$ cat src/verilog/csie_pkg.sv
/*
 * Package for the calibration status / interrupt enable register block:
 * register offsets, field positions, reset values and carrier types.
 * Assumes a register access port driven by the I2C target logic on clk_sys.
 */
// Notes on behaviour
// RL1 - The offset-lowered flag (status bit 2) sets on each offset decrement made while auto offset lowering is enabled.
// RL2 - The offset-lowered flag clears on a host write of one to bit 2 or when auto offset lowering is disabled; a zero write keeps it.
// RL3 - Status bit 0 always mirrors the calibration interrupt flag of the main status register and clears with it.
// RL4 - Reserved status bits 7:3 and 1 and enable bits 1:0 reset to zero and the host keeps them zero.
// RL5 - Enable bit 7 is a read/write, reset-zero enable for the light saturation interrupt.
// RL6 - Enable bit 6 is a read/write, reset-zero enable for the proximity saturation interrupt.
// RL7 - Enable bit 2 is a read/write, reset-zero enable for the zero-detect interrupt.
// RL8 - The two factory registers are read-only with factory contents and ignore writes.
// RL9 - The test register resets to 0x0c, is read/write, and the host sets it to 0x02 before use.
// RL10 - With auto offset lowering on, the low proximity offset decrements each time the proximity result becomes zero; the code holds it at zero.
// RL11 - Enable bits 5, 4 and 3 enable the proximity threshold, light threshold and calibration interrupts.
// RL12 - The interrupt output is high while any flag is set with its enable bit one.
package csie_pkg;

    // ----------------------------------------------------------------
    // Register map
    // ----------------------------------------------------------------
    localparam logic [7:0] CSIE_ADDR_CAL_STATUS = 8'hdc;
    localparam logic [7:0] CSIE_ADDR_INT_ENABLE = 8'hdd;
    localparam logic [7:0] CSIE_ADDR_FACTORY_LO = 8'he6;
    localparam logic [7:0] CSIE_ADDR_FACTORY_HI = 8'he7;
    localparam logic [7:0] CSIE_ADDR_TEST_SET = 8'hf9;

    // ----------------------------------------------------------------
    // Field positions
    // ----------------------------------------------------------------
    localparam int CSIE_BIT_OFFSET_LOWERED = 2;
    localparam int CSIE_BIT_CAL_DONE = 0;
    localparam int CSIE_BIT_LIGHT_SAT_EN = 7;
    localparam int CSIE_BIT_PROX_SAT_EN = 6;
    localparam int CSIE_BIT_PROX_THR_EN = 5;
    localparam int CSIE_BIT_LIGHT_THR_EN = 4;
    localparam int CSIE_BIT_CAL_EN = 3;
    localparam int CSIE_BIT_ZERO_EN = 2;

    // Writable bits of the enable register; 1:0 are reserved
    localparam logic [7:0] CSIE_INT_ENABLE_MASK = 8'hfc;

    // ----------------------------------------------------------------
    // Reset values
    // ----------------------------------------------------------------
    localparam logic [7:0] CSIE_RST_INT_ENABLE = 8'h00;
    localparam logic [7:0] CSIE_RST_TEST_SET = 8'h0c;
    localparam logic [7:0] CSIE_RST_PROX_OFFSET = 8'h00;
    localparam logic [7:0] CSIE_RST_READ_DATA = 8'h00;
    // Arbitrary neutral factory contents
    localparam logic [7:0] CSIE_FACTORY_LO_DEF = 8'h5a;
    localparam logic [7:0] CSIE_FACTORY_HI_DEF = 8'ha5;

    // ----------------------------------------------------------------
    // Carrier types
    // ----------------------------------------------------------------
    typedef struct packed {
        logic       wr_en;
        logic       rd_en;
        logic [7:0] addr;
        logic [7:0] wdata;
    } csie_reg_req_t;

    typedef struct packed {
        logic light_sat;
        logic prox_sat;
        logic prox_thr;
        logic light_thr;
        logic cal;
        logic zero_det;
    } csie_src_flags_t;

endpackage

$ cat src/verilog/csie_regs.sv
/*
 * Calibration status, interrupt enable, factory and test registers,
 * with the combined interrupt request.
 * Assumes an I2C target decodes bytes into one-cycle register strobes on
 * clk_sys; status flag inputs come from logic on the same clock.
 */
`timescale 1ns/1ps
module csie_regs
    import csie_pkg::*;
(
    input wire logic clk_sys,
    input wire logic rst,
    input wire csie_reg_req_t reg_req,
    output logic [7:0] reg_rdata_q,
    output logic reg_rvalid_q,
    input wire logic auto_offset_lower_enable,
    input wire logic calibration_irq_flag,
    input wire csie_src_flags_t src_flags,
    input wire logic [15:0] prox_result,
    input wire logic prox_result_valid,
    input wire logic offset_load,
    input wire logic [7:0] offset_load_value,
    output logic [7:0] prox_offset_low_q,
    output logic offset_lowered_flag_q,
    output logic calibration_done_flag_q,
    output logic [7:0] test_setting_q,
    output logic irq_q
);

    // ----------------------------------------------------------------
    // State
    // ----------------------------------------------------------------
    logic offset_lowered_flag_d;
    logic calibration_done_flag_d;
    logic [7:0] interrupt_enable_q;
    logic [7:0] interrupt_enable_d;
    logic [7:0] test_setting_d;
    logic [7:0] reg_rdata_d;
    logic reg_rvalid_d;
    logic irq_d;
    logic lowered_pulse;
    logic [7:0] status_view;
    logic [5:0] flag_vec;
    logic [5:0] en_vec;

    function automatic logic hit(input csie_reg_req_t r,
                                 input logic [7:0] a);
        hit = r.wr_en && (r.addr == a);
    endfunction

    // ----------------------------------------------------------------
    // Offset lowering engine
    // ----------------------------------------------------------------
    csie_offset_lower u_offset_lower (
        .clk_sys(clk_sys),
        .rst(rst),
        .auto_offset_lower_enable(auto_offset_lower_enable),
        .prox_result(prox_result),
        .prox_result_valid(prox_result_valid),
        .offset_load(offset_load),
        .offset_load_value(offset_load_value),
        .prox_offset_low_q(prox_offset_low_q),
        .lowered_pulse_q(lowered_pulse)
    );

    // ----------------------------------------------------------------
    // Register updates
    // ----------------------------------------------------------------
    always_comb begin
        offset_lowered_flag_d = offset_lowered_flag_q;
        if (!auto_offset_lower_enable) begin
            offset_lowered_flag_d = 1'b0; // RL2
        end else if (lowered_pulse) begin
            // Set wins over a same-cycle write-one clear
            offset_lowered_flag_d = 1'b1; // RL1
        end else if (hit(reg_req, CSIE_ADDR_CAL_STATUS)
                     && reg_req.wdata[CSIE_BIT_OFFSET_LOWERED]) begin
            offset_lowered_flag_d = 1'b0; // RL2
        end

        // Pure copy; cleared only by the main status register
        calibration_done_flag_d = calibration_irq_flag; // RL3

        interrupt_enable_d = interrupt_enable_q;
        if (hit(reg_req, CSIE_ADDR_INT_ENABLE)) begin
            // Reserved 1:0 held at zero whatever the host writes
            interrupt_enable_d = reg_req.wdata & CSIE_INT_ENABLE_MASK; // RL4
        end

        test_setting_d = test_setting_q;
        if (hit(reg_req, CSIE_ADDR_TEST_SET)) begin
            test_setting_d = reg_req.wdata; // RL9
        end
    end

    // ----------------------------------------------------------------
    // Read path and interrupt
    // ----------------------------------------------------------------
    always_comb begin
        status_view = 8'h00; // RL4
        status_view[CSIE_BIT_OFFSET_LOWERED] = offset_lowered_flag_q;
        status_view[CSIE_BIT_CAL_DONE] = calibration_done_flag_q;

        reg_rvalid_d = reg_req.rd_en;
        reg_rdata_d = CSIE_RST_READ_DATA;
        if (reg_req.rd_en) begin
            unique case (reg_req.addr)
                CSIE_ADDR_CAL_STATUS: reg_rdata_d = status_view;
                CSIE_ADDR_INT_ENABLE: reg_rdata_d = interrupt_enable_q;
                CSIE_ADDR_FACTORY_LO: reg_rdata_d = CSIE_FACTORY_LO_DEF; // RL8
                CSIE_ADDR_FACTORY_HI: reg_rdata_d = CSIE_FACTORY_HI_DEF; // RL8
                CSIE_ADDR_TEST_SET: reg_rdata_d = test_setting_q;
                default: reg_rdata_d = CSIE_RST_READ_DATA;
            endcase
        end

        flag_vec = {src_flags.light_sat, src_flags.prox_sat,
                    src_flags.prox_thr, src_flags.light_thr,
                    src_flags.cal, src_flags.zero_det};
        en_vec = {interrupt_enable_q[CSIE_BIT_LIGHT_SAT_EN], // RL5
                  interrupt_enable_q[CSIE_BIT_PROX_SAT_EN], // RL6
                  interrupt_enable_q[CSIE_BIT_PROX_THR_EN], // RL11
                  interrupt_enable_q[CSIE_BIT_LIGHT_THR_EN], // RL11
                  interrupt_enable_q[CSIE_BIT_CAL_EN], // RL11
                  interrupt_enable_q[CSIE_BIT_ZERO_EN]}; // RL7
        // Flags stay recorded upstream; enable only gates the output
        irq_d = |(flag_vec & en_vec); // RL12
    end

    always_ff @(posedge clk_sys) begin
        if (rst) begin
            offset_lowered_flag_q <= 1'b0;
            calibration_done_flag_q <= 1'b0;
            interrupt_enable_q <= CSIE_RST_INT_ENABLE;
            test_setting_q <= CSIE_RST_TEST_SET;
            reg_rdata_q <= CSIE_RST_READ_DATA;
            reg_rvalid_q <= 1'b0;
            irq_q <= 1'b0;
        end else begin
            offset_lowered_flag_q <= offset_lowered_flag_d;
            calibration_done_flag_q <= calibration_done_flag_d;
            interrupt_enable_q <= interrupt_enable_d;
            test_setting_q <= test_setting_d;
            reg_rdata_q <= reg_rdata_d;
            reg_rvalid_q <= reg_rvalid_d;
            irq_q <= irq_d;
        end
    end

endmodule

$ cat src/verilog/csie_offset_lower.sv
/*
 * Automatic proximity offset lowering: decrements the low offset, never below
 * zero, each time the proximity result becomes zero while the feature is enabled.
 * Assumes the proximity result and offset load come from clk_sys logic.
 */
`timescale 1ns/1ps
module csie_offset_lower
    import csie_pkg::*;
(
    input wire logic clk_sys,
    input wire logic rst,
    input wire logic auto_offset_lower_enable,
    input wire logic [15:0] prox_result,
    input wire logic prox_result_valid,
    input wire logic offset_load,
    input wire logic [7:0] offset_load_value,
    output logic [7:0] prox_offset_low_q,
    output logic lowered_pulse_q
);

    logic was_zero_q;
    logic was_zero_d;
    logic [7:0] prox_offset_low_d;
    logic lowered_pulse_d;
    logic is_zero;

    always_comb begin
        is_zero = prox_result_valid && (prox_result == 16'h0000);
        was_zero_d = prox_result_valid ? is_zero : was_zero_q;
        prox_offset_low_d = prox_offset_low_q;
        lowered_pulse_d = 1'b0;
        if (offset_load) begin
            prox_offset_low_d = offset_load_value;
        end else if (auto_offset_lower_enable && is_zero && !was_zero_q
                     && prox_offset_low_q != 8'h00) begin
            // Only on entry to zero, and never wrap below zero
            prox_offset_low_d = prox_offset_low_q - 8'h01; // RL10
            lowered_pulse_d = 1'b1; // RL10
        end
    end

    always_ff @(posedge clk_sys) begin
        if (rst) begin
            was_zero_q <= 1'b0;
            prox_offset_low_q <= CSIE_RST_PROX_OFFSET;
            lowered_pulse_q <= 1'b0;
        end else begin
            was_zero_q <= was_zero_d;
            prox_offset_low_q <= prox_offset_low_d;
            lowered_pulse_q <= lowered_pulse_d;
        end
    end

endmodule

$ cat config.mk
export PLATFORM = sky130hd
export DESIGN_NAME = csie_regs
export DESIGN_NICKNAME = d
export VERILOG_FILES = /design/src/verilog/csie_pkg.sv /design/src/verilog/csie_regs.sv /design/src/verilog/csie_offset_lower.sv
export SDC_FILE = /design/constraint.sdc
export NUM_CORES = 1
export LEC_CHECK = 0
export ABC_CLOCK_PERIOD_IN_PS = 3200
export BUFFER_PORTS_ARGS = -buffer_cell sky130_fd_sc_hd__buf_2
export CORE_MARGIN = 1.5
export CORE_UTILIZATION = 30
export DETAILED_ROUTE_END_ITERATION = 6
export SKIP_LAST_GASP = 1
export SYNTH_ARGS = -nofsm -noshare
export SYNTH_HDL_FRONTEND = slang
export SYNTH_SLANG_ARGS = --single-unit
$ cat constraint.sdc
create_clock -name clk_sys -period 3.2 [get_ports clk_sys]
set_input_delay 0.16 -clock clk_sys [delete_from_list [all_inputs] [get_ports clk_sys]]
set_output_delay 0.16 -clock clk_sys [all_outputs]
set_load 0.03 [all_outputs]
==> summary.md <==
The height of the die was 80.01 um; the remaining global-route overflow was 0. dfxtp_1 takes more of the synthesized area than any other cell. The netlist uses 49 different library cells. TritonCTS built the clock tree. The endpoint with the worst hold slack was calibration_done_flag_q. Summing all flip-flop and latch instances after layout gives 720.7 um^2. The most common cell in the synthesized netlist is dfxtp_1. Port buffering added 81 buffers. The detailed router placed 1950 vias in this run. Derived from the worst setup path, the maximum achievable clock frequency is 0.5012 GHz.

The number of vias per cell is 5.285, and the placed wire-length estimate is 3919 um. The pre-CTS worst setup slack is 1.252 ns. For the DRC violation count after routing, the log shows 0. The commonest cells after synthesis are dfxtp_1, nand2_1, a21oi_1. For the overall global routing resource usage, the log shows 0.1712.

The tools report the count of inserted antenna diode cells as 0. The standard cell core area is 5608 um^2. In the post-synthesis netlist, the biggest area contributors are dfxtp_1, a21oi_1, nand2_1, nand3_1, a22oi_1. Summing all multi-input logic gate instances after layout gives 972.2 um^2. The biggest fanout along the worst timing path came out at 8.

Register area share after synthesis: 0.4051. Number of H-tree levels: 2. The iteration count of the initial detailed-routing pass is 4, and the final antenna-violating net count is 0. The wire length per cell was 14.35 um; the aggregate negative setup slack was 0 ns.

The count of final hold-check violations is 0, and the worst reg-to-reg setup slack is 1.20 ns. Across the run, the number of max-cap violations was 0. The number of synthesis warnings was 0. The type of the worst min-delay path is input pin to flip-flop. Wires add up to 5296 um. The tools report the via count of the first global-routing pass as 1770. The number of antenna violations at the first check in global routing is 0, and the worst path arrival time is 2.19 ns. After floorplanning, the core was divided into 27 placement rows.

The post-CTS clock slew at the launch and capture registers of the worst setup and hold paths is 0.07 ns, and the endpoint required time on the critical path is 3.40 ns. The critical setup path kind was flip-flop to flip-flop. Hold buffer count at cts: 0. Clock skew on the completed layout was measured at 0.006552 ns.

The critical hold path startpoint is calibration_irq_flag. The logs give 0.5936 for the worst max-slew margin expressed relative to the limit and 0.08430 ns for the minimum hold slack. The cell area that synthesis handed to floorplanning was 1779 um^2. In the synthesized netlist, the number of instances is 218.

The fraction of registers with async set or reset after synthesis is 0. The number of buffers inserted during clock tree synthesis was 5; the number of flops mapped to enable cells by yosys was 0. The share of final-layout standard cells stronger than drive strength 1 was 0.3266.

The leakage power summed over all cells is 1.002 nW. The root buffer selected by CTS was clkbuf_8. The number of pins exceeding their max-slew limit in the final report is 0. The first global-routing pass estimated 8493 um of wire.

Setup violations remaining at the end of the flow were counted as 0. The maximum count of clock buffers along a single path was 2. The width of the die is 80.01 um, and the initial standard-cell utilization of the core is 0.3173.

When the netlist entered floorplanning its net count stood at 274. The logic depth of the worst register-to-register path came out at 4. The floorplan step defined a die boundary enclosing 6402 um^2.

From synthesis to final layout, the design area changed by 32.21%. For the highest ir drop seen on vdd, the log shows 0.2893 mV. The startpoint identified for the worst register-to-register timing path is u_offset_lower.prox_offset_low_q[2]. Setup repair after global routing left no endpoint under its margin. The final layout contains 352 nets.

For this run, the leading register cell type out of synthesis is dfxtp_1. Largest net degree at the start of global routing: 29. After clock tree synthesis, the repair step resized 0 gates. The worst register-to-register path ends at u_offset_lower.prox_offset_low_q[7]. The number of setup buffers added after CTS is 0. The last weighted congestion value of the routability-driven placer came out at 0.8301. The register bit total from synthesis was 36. The transition time at the pin with the least slew margin is 0.6097 ns. Ratio of total power to cell area: 427.3 nW/um^2.

Along the worst hold path, the cell count comes to 2. The worst setup path is launched from a flip-flop. The tools report the clock network latency to the later pin of the worst-skew pair as 0.29 ns. The number of fill cells is 584, and the worst setup margin is 1.205 ns.

The period utilization is 0.6235, and the fraction of post-synthesis cell area in the top cell type by area is 0.4051. The run gives 82 as the I/O pin count. The worst setup path is captured at a flip-flop. The tree built by TritonCTS fans out to 36 sinks.

The smallest clock period supported by the final layout is computed as 1.995 ns. The first routing iteration left 155 violations. The run finished with clean final reports. The mean cell area of the mapped netlist works out to 8.161 um^2.
[routing by layer]
metal  up-vias  share of wire  track usage
met5         -              0            0
met1       908           0.49       0.2410
met4         0          0.013      0.05690
li1        971              -            -
met3         7          0.069      0.04571
met2        64           0.42       0.2504
[through the flow]
step	cell area (um^2)	total power, mW	instances	utilization
4_1_cts	2352	1.017	369	0.4195
6_report	2352	1.005	369	0.4195
3_5_place_dp	2241	0.6140	361	0.3996
5_1_grt	2352	1.053	369	0.4195
3_3_place_gp	2241	0.6143	361	0.3996
2_1_floorplan	1779	0.5531	218	-
[critical path, stage by stage, from the launching register on]
cell and delay, ns:
dfxtp_1 0.38, or4_4 0.57, or4_1 0.45, a221o_1 0.31, a211oi_1 0.21
[cell type report]
class / instances / area share
clock buffer: 5 / 0.02926
clock inverter: 3 / 0.01809
inverter: 12 / 0.01915
multi-input combinational: 159 / 0.4133
sequential: 36 / 0.3064
tap: 72 / 0.03830
timing repair buffer: 82 / 0.1755
[power breakdown]
part | internal, mW | total [mW] | switching, mW
sequential | 0.457 | 0.469 | 0.0127
clock | 0.231 | 0.400 | 0.170
combinational | 0.0554 | 0.135 | 0.0798
total | 0.743 | 1.01 | 0.262
[layout by cell type (no fill, tap or decap), types with 3 or more instances in the layout]
cell type and instances:
nor2b_1 3, nor4_1 3, a31oi_1 3, and3_1 5, or4_1 3, a211o_1 3
nand4_1 3, buf_2 81, a22oi_1 7, nor2_1 11, inv_2 3, a211oi_1 4
clkbuf_8 5, nor3_1 9, dfxtp_1 36, nand2_1 26, a21oi_1 24, inv_1 9
nand3_1 17
[how the worst max path moves through the flow]
stage / start / slack (ns) / to
6_report: u_offset_lower.prox_offset_low_q[2] / 1.20 / u_offset_lower.prox_offset_low_q[7]
5_1_grt: u_offset_lower.prox_offset_low_q[0] / 1.04 / u_offset_lower.prox_offset_low_q[0]
4_1_cts: u_offset_lower.prox_offset_low_q[2] / 1.21 / u_offset_lower.prox_offset_low_q[7]
3_5_place_dp: u_offset_lower.prox_offset_low_q[2] / 1.25 / u_offset_lower.prox_offset_low_q[7]
3_3_place_gp: u_offset_lower.prox_offset_low_q[2] / 1.30 / u_offset_lower.prox_offset_low_q[7]
2_1_floorplan: u_offset_lower.prox_offset_low_q[2] / 1.20 / u_offset_lower.prox_offset_low_q[7]
[cells by family (layout without fill, tap and decap cells)]
group                      count (synthesis)  in the layout  synth area share
and+or+nand+nor                           97             97            0.2961
buffers and inverters                     23            102           0.04852
adders and majority gates                  2              2           0.01406
DFF                                       36             36            0.4051
muxes                                      1              1          0.006329
AOI/OAI and AO/OA                         59             59            0.2300
[registers in the layout, summed over array words and instances, names as in the netlist]
name	count
reg_rdata_q	8
u_offset_lower.lowered_pulse_q	1
reg_rvalid_q	1
calibration_done_flag_q	1
u_offset_lower.was_zero_q	1
irq_q	1
u_offset_lower.prox_offset_low_q	8
interrupt_enable_q	6
test_setting_q	8
offset_lowered_flag_q	1
(Power assumes the default switching activity.)
